$ cat src/logic/pcg_pkg.sv
/*
 * Shared constants and types for the power control and clock gating block.
 * Assumes an 8-bit special function register space on the core side.
 */
package pcg_pkg;

   // ---------------------------------------------------------------
   // register addresses in the special function register space
   // ---------------------------------------------------------------
   localparam logic [7:0] POWER_CTRL_ADDR  = 8'h87;
   localparam logic [7:0] PERIPH_GATE_ADDR = 8'hB5;
   localparam logic [7:0] SERIAL_CTRL_ADDR = 8'h98;

   // ---------------------------------------------------------------
   // power control register fields
   // ---------------------------------------------------------------
   localparam int POWER_SEL_LO_BIT   = 0;
   localparam int POWER_SEL_HI_BIT   = 1;
   localparam int SCRATCH_A_BIT      = 2;
   localparam int SCRATCH_B_BIT      = 3;
   localparam int BROWNOUT_IRQ_BIT   = 4;
   localparam int FE_LOCATION_BIT    = 6;
   localparam int DOUBLE_BAUD_BIT    = 7;
   localparam logic [7:0] POWER_CTRL_MASK  = 8'hDF;
   localparam logic [7:0] POWER_CTRL_RESET = 8'h00;

   // ---------------------------------------------------------------
   // peripheral gate register fields
   // ---------------------------------------------------------------
   localparam int UART_OFF_BIT       = 1;
   localparam int TWOWIRE_OFF_BIT    = 3;
   localparam int CONVERTER_OFF_BIT  = 4;
   localparam int COMPARATOR_OFF_BIT = 5;
   localparam int RTC_OFF_BIT        = 7;
   localparam logic [7:0] PERIPH_GATE_MASK  = 8'hBA;
   localparam logic [7:0] PERIPH_GATE_RESET = 8'h00;

   // ---------------------------------------------------------------
   // serial control register redirected bit
   // ---------------------------------------------------------------
   localparam int SERIAL_BIT7 = 7;

   // ---------------------------------------------------------------
   // power reduction modes
   // ---------------------------------------------------------------
   typedef enum logic [1:0] {
      mode_normal     = 2'b00,
      mode_idle       = 2'b01,
      mode_power_down = 2'b10,
      mode_total_down = 2'b11
   } pcg_mode_type;

endpackage

$ cat src/logic/pcg_gate_if.sv
/*
 * Carrier between the register logic and the clock gate control.
 * Assumes both ends run on the same system clock.
 */
`timescale 1ns/1ps
`default_nettype none

interface pcg_gate_if;
   pcg_pkg::pcg_mode_type mode;
   logic                  uart_off;
   logic                  twowire_off;
   logic                  converter_off;
   logic                  comparator_off;
   logic                  rtc_off;
   logic                  uart_clk_en;
   logic                  twowire_clk_en;
   logic                  converter_clk_en;
   logic                  rtc_clk_en;
   logic                  comparator_power_down;
   logic                  brownout_enable;

   modport regs (output mode, uart_off, twowire_off, converter_off,
                 comparator_off, rtc_off,
                 input  uart_clk_en, twowire_clk_en, converter_clk_en,
                 rtc_clk_en, comparator_power_down, brownout_enable);
   modport gate (input  mode, uart_off, twowire_off, converter_off,
                 comparator_off, rtc_off,
                 output uart_clk_en, twowire_clk_en, converter_clk_en,
                 rtc_clk_en, comparator_power_down, brownout_enable);
endinterface

`default_nettype wire

$ cat src/logic/pcg_power_ctrl.sv
/*
 * Power control register logic: power reduction mode, scratch flags,
 * brownout interrupt enable, serial port options and peripheral gating.
 * Assumes a single-cycle special function register bus from the core,
 * a one-cycle timer 1 overflow pulse and a wake pulse from the interrupt
 * logic; all inputs are synchronous to sys_clk.
 */
// Overview of operation
// power_ctrl_reg bits 1:0 select the active power reduction mode.
// bit 2 is scratch_flag_a, read/write, with no hardware effect.
// bit 3 is scratch_flag_b, read/write, with no hardware effect.
// bit 4 set lets a brownout event raise an interrupt.
// bit 6 clear: serial control bit 7 reaches the uart mode bit.
// bit 6 set: serial control bit 7 reaches the framing error flag.
// bit 7 set with timer 1 as source: overflow rate passes undivided.
// bit 7 clear: timer 1 overflow rate is halved for the uart.
// periph_gate_reg bit 1 set stops the uart clock.
// either power-down mode stops the uart clock regardless.
// periph_gate_reg bit 3 set stops the two-wire bus clock.
// either power-down mode stops the two-wire bus clock regardless.
// periph_gate_reg bit 4 set stops the converter clock.
// software should also clear converter enables for full power-down.
// periph_gate_reg bit 5 set powers down the voltage comparators.
// software disables comparators before setting their power-down bit.
// periph_gate_reg bit 7 set stops the real-time clock.
// mode 11 is total power-down: brownout and comparators off too.
// all defined power_ctrl_reg bits reset to zero.
// reserved bits read zero and ignore writes.
`timescale 1ns/1ps
`default_nettype none

module pcg_power_ctrl (
   // clock and reset
   input  wire logic       sys_clk,
   input  wire logic       resetn,
   // special function register bus
   input  wire logic [7:0] sfr_addr,
   input  wire logic       sfr_wr,
   input  wire logic       sfr_rd,
   input  wire logic [7:0] sfr_wdata,
   output logic      [7:0] sfr_rdata,
   output logic            sfr_hit,
   // serial control bit 7 redirection
   input  wire logic       uart_mode_bit_zero,
   input  wire logic       framing_error_flag,
   output logic            uart_mode_bit_we,
   output logic            framing_error_we,
   output logic            serial_bit7_wdata,
   output logic            serial_bit7_rdata,
   // baud source
   input  wire logic       timer1_overflow,
   input  wire logic       timer1_baud_source,
   output logic            uart_baud_tick,
   // brownout
   input  wire logic       brownout_event,
   output logic            brownout_irq,
   output logic            brownout_detector_en,
   // power state
   input  wire logic       wake_event,
   output logic            idle_req,
   output logic            power_down_req,
   output logic            total_power_down_req,
   // peripheral gating
   output logic            uart_clk_en,
   output logic            twowire_clk_en,
   output logic            converter_clk_en,
   output logic            rtc_clk_en,
   output logic            comparator_power_down
);

   // ------------------------------------------------------------
   // declarations
   // ------------------------------------------------------------
   logic [7:0]            power_ctrl_q;
   logic [7:0]            power_ctrl_d;
   logic [7:0]            periph_gate_q;
   logic [7:0]            periph_gate_d;
   pcg_pkg::pcg_mode_type mode_q;
   pcg_pkg::pcg_mode_type mode_d;
   logic                  wr_power;
   logic                  wr_gate;
   logic                  wr_serial;
   logic                  rd_serial;
   logic                  fe_location;
   logic                  double_baud;
   logic                  baud_half_q;
   logic                  brownout_ok;
   logic [7:0]            rdata_d;

   pcg_gate_if gif ();

   // ------------------------------------------------------------
   // address decode
   // ------------------------------------------------------------
   function automatic logic addr_is(input logic [7:0] a,
                                    input logic [7:0] target);
      addr_is = (a == target);
   endfunction

   assign wr_power  = sfr_wr && addr_is(sfr_addr, pcg_pkg::POWER_CTRL_ADDR);
   assign wr_gate   = sfr_wr && addr_is(sfr_addr, pcg_pkg::PERIPH_GATE_ADDR);
   assign wr_serial = sfr_wr && addr_is(sfr_addr, pcg_pkg::SERIAL_CTRL_ADDR);
   assign rd_serial = sfr_rd && addr_is(sfr_addr, pcg_pkg::SERIAL_CTRL_ADDR);

   // handshake output: high for the power control and gate addresses, not serial control
   assign sfr_hit = (sfr_wr || sfr_rd) &&
                    (addr_is(sfr_addr, pcg_pkg::POWER_CTRL_ADDR) ||
                     addr_is(sfr_addr, pcg_pkg::PERIPH_GATE_ADDR));

   // ------------------------------------------------------------
   // power control register
   // ------------------------------------------------------------
   // the mode field lives in mode_q so that wake can clear it;
   // the other bits sit in power_ctrl_q.
   always_comb begin
      power_ctrl_d = power_ctrl_q;
      if (wr_power) begin
         // scratch flags only store; only the readback below reads them
         power_ctrl_d = sfr_wdata & pcg_pkg::POWER_CTRL_MASK;
      end
   end

   always_ff @(posedge sys_clk or negedge resetn) begin
      if (!resetn) begin
         power_ctrl_q <= pcg_pkg::POWER_CTRL_RESET;
      end else begin
         power_ctrl_q <= power_ctrl_d;
      end
   end

   // ------------------------------------------------------------
   // power reduction mode
   // ------------------------------------------------------------
   // a write that lands together with a wake wins, so software that
   // re-enters a mode on the same cycle is not silently undone.
   always_comb begin
      mode_d = mode_q;
      if (wr_power) begin
         mode_d = pcg_pkg::pcg_mode_type'(
                  {sfr_wdata[pcg_pkg::POWER_SEL_HI_BIT],
                   sfr_wdata[pcg_pkg::POWER_SEL_LO_BIT]});
      end else if (wake_event) begin
         mode_d = pcg_pkg::mode_normal;
      end
   end

   always_ff @(posedge sys_clk or negedge resetn) begin
      if (!resetn) begin
         mode_q <= pcg_pkg::mode_normal;
      end else begin
         mode_q <= mode_d;
      end
   end

   always_ff @(posedge sys_clk or negedge resetn) begin
      if (!resetn) begin
         idle_req             <= 1'b0;
         power_down_req       <= 1'b0;
         total_power_down_req <= 1'b0;
      end else begin
         idle_req             <= 1'b0;
         power_down_req       <= 1'b0;
         total_power_down_req <= 1'b0;
         unique case (mode_d)
            pcg_pkg::mode_normal:     idle_req <= 1'b0;
            pcg_pkg::mode_idle:       idle_req <= 1'b1;
            pcg_pkg::mode_power_down: power_down_req <= 1'b1;
            pcg_pkg::mode_total_down: total_power_down_req <= 1'b1;
         endcase
      end
   end

   // ------------------------------------------------------------
   // peripheral gate register
   // ------------------------------------------------------------
   always_comb begin
      periph_gate_d = periph_gate_q;
      if (wr_gate) begin
         // software is expected to disable comparators first
         periph_gate_d = sfr_wdata & pcg_pkg::PERIPH_GATE_MASK;
      end
   end

   always_ff @(posedge sys_clk or negedge resetn) begin
      if (!resetn) begin
         periph_gate_q <= pcg_pkg::PERIPH_GATE_RESET;
      end else begin
         periph_gate_q <= periph_gate_d;
      end
   end

   // ------------------------------------------------------------
   // clock gate control
   // ------------------------------------------------------------
   assign gif.mode           = mode_q;
   assign gif.uart_off       = periph_gate_q[pcg_pkg::UART_OFF_BIT];
   assign gif.twowire_off    = periph_gate_q[pcg_pkg::TWOWIRE_OFF_BIT];
   assign gif.converter_off  = periph_gate_q[pcg_pkg::CONVERTER_OFF_BIT];
   assign gif.comparator_off = periph_gate_q[pcg_pkg::COMPARATOR_OFF_BIT];
   assign gif.rtc_off        = periph_gate_q[pcg_pkg::RTC_OFF_BIT];

   pcg_gate_ctrl u_gate (
      .sys_clk (sys_clk),
      .resetn  (resetn),
      .gif     (gif.gate)
   );

   assign uart_clk_en           = gif.uart_clk_en;
   assign twowire_clk_en        = gif.twowire_clk_en;
   assign converter_clk_en      = gif.converter_clk_en;
   assign rtc_clk_en            = gif.rtc_clk_en;
   assign comparator_power_down = gif.comparator_power_down;
   assign brownout_detector_en  = gif.brownout_enable;

   // ------------------------------------------------------------
   // serial control bit 7 redirection
   // ------------------------------------------------------------
   // the serial register itself lives in the uart; this block only
   // steers which flop bit 7 of it reaches.
   assign fe_location = power_ctrl_q[pcg_pkg::FE_LOCATION_BIT];

   always_ff @(posedge sys_clk or negedge resetn) begin
      if (!resetn) begin
         uart_mode_bit_we  <= 1'b0;
         framing_error_we  <= 1'b0;
         serial_bit7_wdata <= 1'b0;
      end else begin
         uart_mode_bit_we  <= wr_serial && !fe_location;
         framing_error_we  <= wr_serial && fe_location;
         if (wr_serial) begin
            serial_bit7_wdata <= sfr_wdata[pcg_pkg::SERIAL_BIT7];
         end
      end
   end

   always_ff @(posedge sys_clk or negedge resetn) begin
      if (!resetn) begin
         serial_bit7_rdata <= 1'b0;
      end else if (rd_serial) begin
         serial_bit7_rdata <= fe_location ? framing_error_flag
                                          : uart_mode_bit_zero;
      end
   end

   // ------------------------------------------------------------
   // uart baud source
   // ------------------------------------------------------------
   // halving keeps a phase flop; it only advances on overflows that
   // the uart actually uses as its baud source.
   assign double_baud = power_ctrl_q[pcg_pkg::DOUBLE_BAUD_BIT];

   always_ff @(posedge sys_clk or negedge resetn) begin
      if (!resetn) begin
         baud_half_q <= 1'b0;
      end else if (timer1_overflow && timer1_baud_source) begin
         baud_half_q <= !baud_half_q;
      end
   end

   always_ff @(posedge sys_clk or negedge resetn) begin
      if (!resetn) begin
         uart_baud_tick <= 1'b0;
      end else begin
         uart_baud_tick <= timer1_overflow && timer1_baud_source &&
                           (double_baud || baud_half_q);
      end
   end

   // ------------------------------------------------------------
   // brownout interrupt
   // ------------------------------------------------------------
   // in total power-down the detector is off, so no request may leak
   assign brownout_ok = (mode_q != pcg_pkg::mode_total_down);

   always_ff @(posedge sys_clk or negedge resetn) begin
      if (!resetn) begin
         brownout_irq <= 1'b0;
      end else begin
         brownout_irq <= brownout_event && brownout_ok &&
                         power_ctrl_q[pcg_pkg::BROWNOUT_IRQ_BIT];
      end
   end

   // ------------------------------------------------------------
   // read data
   // ------------------------------------------------------------
   always_comb begin
      rdata_d = 8'h00;
      if (addr_is(sfr_addr, pcg_pkg::POWER_CTRL_ADDR)) begin
         rdata_d = power_ctrl_q & pcg_pkg::POWER_CTRL_MASK;
         rdata_d[pcg_pkg::POWER_SEL_HI_BIT] = mode_q[1];
         rdata_d[pcg_pkg::POWER_SEL_LO_BIT] = mode_q[0];
      end else if (addr_is(sfr_addr, pcg_pkg::PERIPH_GATE_ADDR)) begin
         rdata_d = periph_gate_q & pcg_pkg::PERIPH_GATE_MASK;
      end
   end

   always_ff @(posedge sys_clk or negedge resetn) begin
      if (!resetn) begin
         sfr_rdata <= 8'h00;
      end else if (sfr_rd) begin
         sfr_rdata <= rdata_d;
      end
   end

endmodule

`default_nettype wire

$ cat src/logic/pcg_gate_ctrl.sv
/*
 * Clock enable and analog power-down control for the peripherals.
 * Assumes downstream clock gate cells sample the enables glitch-free.
 */
`timescale 1ns/1ps
`default_nettype none

module pcg_gate_ctrl (
   // clock and reset
   input  wire logic sys_clk,
   input  wire logic resetn,
   // register side
   pcg_gate_if.gate  gif
);

   logic any_down;
   logic total_down;

   // ------------------------------------------------------------
   // mode decode
   // ------------------------------------------------------------
   assign any_down   = (gif.mode == pcg_pkg::mode_power_down) ||
                       (gif.mode == pcg_pkg::mode_total_down);
   assign total_down = (gif.mode == pcg_pkg::mode_total_down);

   // ------------------------------------------------------------
   // clock enables, flopped so a gate never sees a decode glitch
   // ------------------------------------------------------------
   always_ff @(posedge sys_clk or negedge resetn) begin
      if (!resetn) begin
         gif.uart_clk_en      <= 1'b1;
         gif.twowire_clk_en   <= 1'b1;
         gif.converter_clk_en <= 1'b1;
         gif.rtc_clk_en       <= 1'b1;
      end else begin
         gif.uart_clk_en      <= !(gif.uart_off || any_down);
         gif.twowire_clk_en   <= !(gif.twowire_off || any_down);
         gif.converter_clk_en <= !gif.converter_off;
         gif.rtc_clk_en       <= !gif.rtc_off;
      end
   end

   // ------------------------------------------------------------
   // analog power: comparators and brownout detector
   // ------------------------------------------------------------
   always_ff @(posedge sys_clk or negedge resetn) begin
      if (!resetn) begin
         gif.comparator_power_down <= 1'b0;
         gif.brownout_enable       <= 1'b1;
      end else begin
         gif.comparator_power_down <= gif.comparator_off || total_down;
         gif.brownout_enable       <= !total_down;
      end
   end

endmodule

`default_nettype wire

$ cat config.mk
export PLATFORM = sky130hd
export DESIGN_NAME = pcg_power_ctrl
export DESIGN_NICKNAME = d
export VERILOG_FILES = /design/src/logic/pcg_pkg.sv /design/src/logic/pcg_gate_if.sv /design/src/logic/pcg_power_ctrl.sv /design/src/logic/pcg_gate_ctrl.sv
export SDC_FILE = /design/constraint.sdc
export NUM_CORES = 1
export LEC_CHECK = 0
export ABC_CLOCK_PERIOD_IN_PS = 1100
export BUFFER_PORTS_ARGS = -buffer_cell sky130_fd_sc_hd__buf_4
export CELL_PAD_IN_SITES_DETAIL_PLACEMENT = 1
export CELL_PAD_IN_SITES_GLOBAL_PLACEMENT = 2
export CORE_ASPECT_RATIO = 0.9
export CORE_UTILIZATION = 28
export CTS_CLUSTER_DIAMETER = 200
export CTS_CLUSTER_SIZE = 40
export DETAILED_ROUTE_END_ITERATION = 6
export PLACE_DENSITY = 0.82
export SLEW_MARGIN = 20
export SYNTH_ARGS = -nofsm -noshare
export SYNTH_HDL_FRONTEND = slang
export SYNTH_SLANG_ARGS = --single-unit
$ cat constraint.sdc
create_clock -name sys_clk -period 1.1 [get_ports sys_clk]
set_clock_uncertainty 0.1 [all_clocks]
set_input_delay 0.11 -clock sys_clk [delete_from_list [all_inputs] [get_ports sys_clk]]
set_output_delay 0.11 -clock sys_clk [all_outputs]
set_load 0.05 [all_outputs]
==> Word level (Yosys, flattened, before mapping) <==
Index checks and enable logic that the tools add are counted.
{ "totals": {"ff_bits": 38, "inputBits": 26, "out_inout_bits": 24} }
{ "classes": {"reduce_logical": 25, "n_eq_ne": 9, "mux": 8} }
{ "op_table": {"columns": ["op", "n"], "rows": [
  ["$eq A8 B8 Y1 const B", 3],
  ["$mux W8", 2],
  ["$logic_and A1 B1 Y1", 11],
  ["$eq A2 B2 Y1 const B", 4],
  ["$logic_not A1 Y1", 7],
  ["$logic_or A1 B1 Y1", 7],
  ["$mux W1", 4],
  ["$mux W2", 2],
  ["$eq A2 B1 Y1 const B", 1],
  ["$ne A2 B2 Y1 const B", 1]
]} }

==> Depth between registers and ports, before layout <==
{ "depth": {"ltp_word": 5, "mapped_depth": 4, "depth_no_buf": 3} }

==> Cells and area by module <==
From an unflattened synthesis, not the netlist that was laid out.
{ "hier_totals": {"cells_unflattened": 113, "area_unflattened_um2": 1510.2} }
{ "by_module_without_submodules": {"columns": ["module", "instances", "cells_each", "seq_area_each_um2", "area_per_inst_um2"], "rows": [
  ["pcg_power_ctrl", 1, 101, 750.7, 1327.5],
  ["pcg_gate_ctrl", 1, 12, 156.4, 182.7]
]} }

==> Worst setup path before layout <==
OpenSTA, ideal clock, no wires.
{ "synth_path": {"kind": "input-to-output", "startpoint": "input sfr_rd", "endpoint": "output sfr_hit", "path_stages": 4, "slack_ns": -0.493, "arrival_time_ns": 1.383, "t_required_ns": 0.890, "n_path_buf": 2, "cell_sequence": "clkbuf_1 -> clkbuf_1 -> o22ai_1 -> nor2_1"} }
{ "synth_via": {"elab_chain_len": 2} }
{ "synth_lines": {"columns": ["element", "line_no", "rtl"], "rows": [
  ["from (decl)", "pcg_power_ctrl.sv:39", "input wire logic sfr_rd,"],
  ["$logic_or A1 B1 Y1", "pcg_power_ctrl.sv:106", "assign sfr_hit = (sfr_wr || sfr_rd) &&"],
  ["$logic_and A1 B1 Y1", "pcg_power_ctrl.sv:106", null],
  ["to (decl)", "pcg_power_ctrl.sv:42", "output logic sfr_hit,"]
]} }
No other way between the ends.

==> Final worst setup path <==
{ "layout_path": {"startpoint": "register u_gate.gif.brownout_enable", "endpoint": "output brownout_detector_en"} }
{ "layout_rtl": {"columns": ["element", "line_no", "rtl"], "rows": [
  ["from (decl)", "pcg_gate_if.sv:29", "rtc_clk_en, comparator_power_down, brownout_enable);"],
  ["from (signal assigned)", "pcg_gate_ctrl.sv:52", "gif.brownout_enable <= !total_down;"],
  ["to (decl)", "pcg_power_ctrl.sv:57", "output logic brownout_detector_en,"]
]} }
No word-level cell between the ends.

==> metrics.md <==
| Metric | Value |
|---|---|
| Global placer's final weighted congestion | roughly 0.76 |
| Number of violations reported at the end of detailed-routing iteration 0 | 23 |
| Mux share of post-synthesis cell area | 0.123 |
| Fmax | between 800 and 900 MHz |
| Number of buffers created by CTS | 5 |
| Number of port buffers | between 40 and 50 |
| RSZ-0062 raised after global routing | true |
| Maximum cell stage delay along the critical path | ~0.55 ns |
| Total Wirelength | between 4000 and 5000 um |
| Count of flip-flops with a built-in enable after synthesis | 0 |
| Final hold violation count | 0 |
| Number of warnings issued by yosys | 0 |
| Post-synthesis compound-gate area fraction | 0.0570 |
| N_diodes | 0 |
| Count of unresolved DRC violations after routing | 0 |
| Core footprint | 5220 um^2 |
| Number of cells produced by synthesis | between 100 and 150 |
| # IOs | 50 |
| Delay-heaviest family, CP | flip-flops |
| Synthesized-area fraction occupied by adder cells | 0 |
| Number of global-route vias before repair | about 1.3k |
| Run status | finished with violations |
| DR vias/cell | between 4 and 5 |
| Worst slack at placement | -0.317 ns |
| Share of final-layout standard cells stronger than drive strength 1 | 0.527 |
| Crit path cell chain | buf_8 |
| TritonCTS clock tree | yes |
| Rel. slew slack | 0.702 |
| Total Routing Usage GR | 0.154 |
| Predominant post-synthesis flop cell | dfrtp_1 |
| Antenna viol nets, final | 0 |
| Commonest non-fill, non-tap cell in the layout | buf_4 |
| Y dimension of the die | slightly above 70 um |
| Critical Path Slowest Stage Cell | dfstp_2 |
| Cell area after synthesis | roughly 1500 um^2 |
| H-Tree Depth | 2 |
| Buf+Inv Stages, Crit Path | 1 |
| Starting density of the core | 0.290 |
| First-pass GRT wire length | around 6500 um |
| HPWL after DPL | 2940 um |
| Main combinational cell family by area after synthesis | simple AND/OR/NAND/NOR gates |
| Fillers | between 500 and 600 |
| Sum of negative setup slack | -0.469 ns |
| Register area share after synthesis | 0.599 |
| Largest net degree at the start of global routing | 37 |
| Number of cell rows | 25 |
| Peak VDD IR | ~0.64 mV |
| Number of iterations in the first detailed-routing pass | 4 |
| Share of synthesized registers carrying an async set or reset | 1.00 |
| Die Outline Area | about 5700 um^2 |
| Shortest period the worst path allows | 1.18 ns |
| GR Overflow Total | 0 |
| Distinct cell type count after synthesis | 29 |
| Via Count | 1224 |
| # Max-Cap Violations | 0 |
| Class of the most critical hold timing path | in -> reg |
| XOR/XNOR Fraction of Synth Area | 0.00578 |
| Pleak | ~1.2 nW |
| CTS clk-pin slew, worst paths | approximately 0.07 ns |
| Power density normalized to cell area | roughly 1200 nW/um^2 |
| Width of the die | 79.5 um |
| # clock sinks | 36 |
| Violated checks | setup timing |
| Synthesis-to-layout area growth | 62.0% |
| Number of buffers between clock root and the deepest sink | 2 |
| WL per Instance | ~15 um |
| Startpoint type of the worst setup path | flip-flop |
| Worst setup path category | reg -> out |
| Count of final setup violators | 7 |
| Critical-path maximum fanout | 1 |
| Slew at the pin closest to its max-slew limit | ~0.45 ns |
| Final count of pins violating max slew | 0 |
| Data required, critical path | between 0.8 and 0.9 ns |
| Highest-count cells in the layout ignoring fill and taps | buf_4, dfrtp_1, mux2_2, dlygate4sd3_1 |
| # nets final | about 230 |
| Cell at the root of the clock tree | clkbuf_8 |
| Fin worst setup slack | -0.0831 ns |
| Worst setup EP type | output pin |
| Post-Synth Simple-Gate Area | 0.182 |
| CP Data Arrival Time | a little under 1 ns |
| Syn avg cell area | ~13 um^2 |
| Antenna violations before repair | 0 |
| Skew-Pair Late Insertion Delay | 0.28 ns |
| Mapped Nets | roughly 150 |
| Final worst path period share | 1.08 |
| Flop and latch count out of synthesis | 36 |
## state kept, by name, summed over array words and instances, names as in the netlist
signal and cells:
u_gate.gif.brownout_enable 1, serial_bit7_wdata 1, gif.mode 2, baud_half_q 1
idle_req 1, uart_mode_bit_we 1, framing_error_we 1, u_gate.gif.uart_clk_en 1
uart_baud_tick 1, serial_bit7_rdata 1, periph_gate_q 5, u_gate.gif.converter_clk_en 1
brownout_irq 1, sfr_rdata 8, u_gate.gif.twowire_clk_en 1, u_gate.gif.rtc_clk_en 1
power_down_req 1, u_gate.gif.comparator_power_down 1, power_ctrl_q 5, total_power_down_req 1
## cell families (layout without fill, tap and decap cells)
logic type / count (synthesis) / in the layout
xor gates and xnor gates: 1 / 1
DFF: 36 / 36
buffers and inverters: 13 / 96
AOI/OAI and AO/OA: 12 / 12
muxes: 17 / 17
and+or+nand+nor: 41 / 41
## routing by layer
| layer | wire length, um | global-route usage | vias up |
|---|---|---|---|
| li1 | - | - | 574 |
| met1 | 1660 | 0.177 | 610 |
| met2 | 2270 | 0.278 | 34 |
| met3 | 176 | 0.0446 | 6 |
| met4 | 47 | 0.0424 | 0 |
| met5 | 0 | 0 | - |
## repair_timing
| action | CTS | global route |
|---|---|---|
| endpoints found under the hold margin | 47 | 0 |
| endpoints found under the setup margin | 11 | 27 |
| setup buffers | 3 | 3 |
| gates resized for setup | 19 | 12 |
| hold buffers | 12 | 0 |
| pin swaps | 3 | 1 |
## path summary, 6_finish.rpt
kind / from / to / slack (ns) / cells after the start
worst min-delay path: wake_event / power_down_req / 0.05 / 4
worst min register to register: periph_gate_q[4] / u_gate.gif.converter_clk_en / 0.31 / 1
min in group asynchronous: resetn / sfr_rdata[2] / 0.22 / 2
max in group asynchronous: resetn / u_gate.gif.twowire_clk_en / 0.33 / 2
worst max register to register: gif.mode[1] / idle_req / -0.01 / 3
worst max-delay path: u_gate.gif.brownout_enable / brownout_detector_en / -0.08 / 1
## cells in the mapped netlist, types with 2 or more instances
library cell / count / area share
nand2b_1: 7 / 0.029
inv_1: 10 / 0.025
nor2b_1: 3 / 0.012
a41oi_1: 2 / 0.012
mux2_2: 12 / 0.089
mux2i_1: 4 / 0.026
nand2_1: 12 / 0.030
dfstp_2: 5 / 0.087
nand3_1: 2 / 0.0066
nor2_1: 7 / 0.017
clkbuf_1: 2 / 0.0050
o221ai_1: 3 / 0.017
dfrtp_1: 31 / 0.51
o22ai_1: 5 / 0.021
## per-stage QoR
step	power [mW]	util	cells	cell area [um^2]	hold WS, ns
2_1_floorplan	1.62	-	120	1550	-0.286
4_1_cts	3.01	0.456	267	2380	0.0379
3_5_place_dp	1.80	0.393	244	2050	-0.00705
6_report	2.98	0.470	270	2450	0.0482
3_3_place_gp	1.79	0.393	244	2050	-0.0186
5_1_grt	3.08	0.470	270	2450	0.0579
## power breakdown
part	switching, mW	total, mW	internal (mW)
clock network	0.461	1.13	0.672
registers	0.0383	1.42	1.39
logic	0.212	0.418	0.206
total	0.711	2.98	2.27
## layout make-up
class                   instances  area (um^2)  share of cell area
clock buffers                   6         72.6              0.0296
clock inverters                 2         35.0              0.0143
inverters                      10         37.5              0.0153
multi-input cells              71          614               0.250
flip-flops and latches         36          910               0.371
well taps                      67         83.8              0.0341
repair buffers                 78          702               0.286
Power figures use the tool's default switching activity.
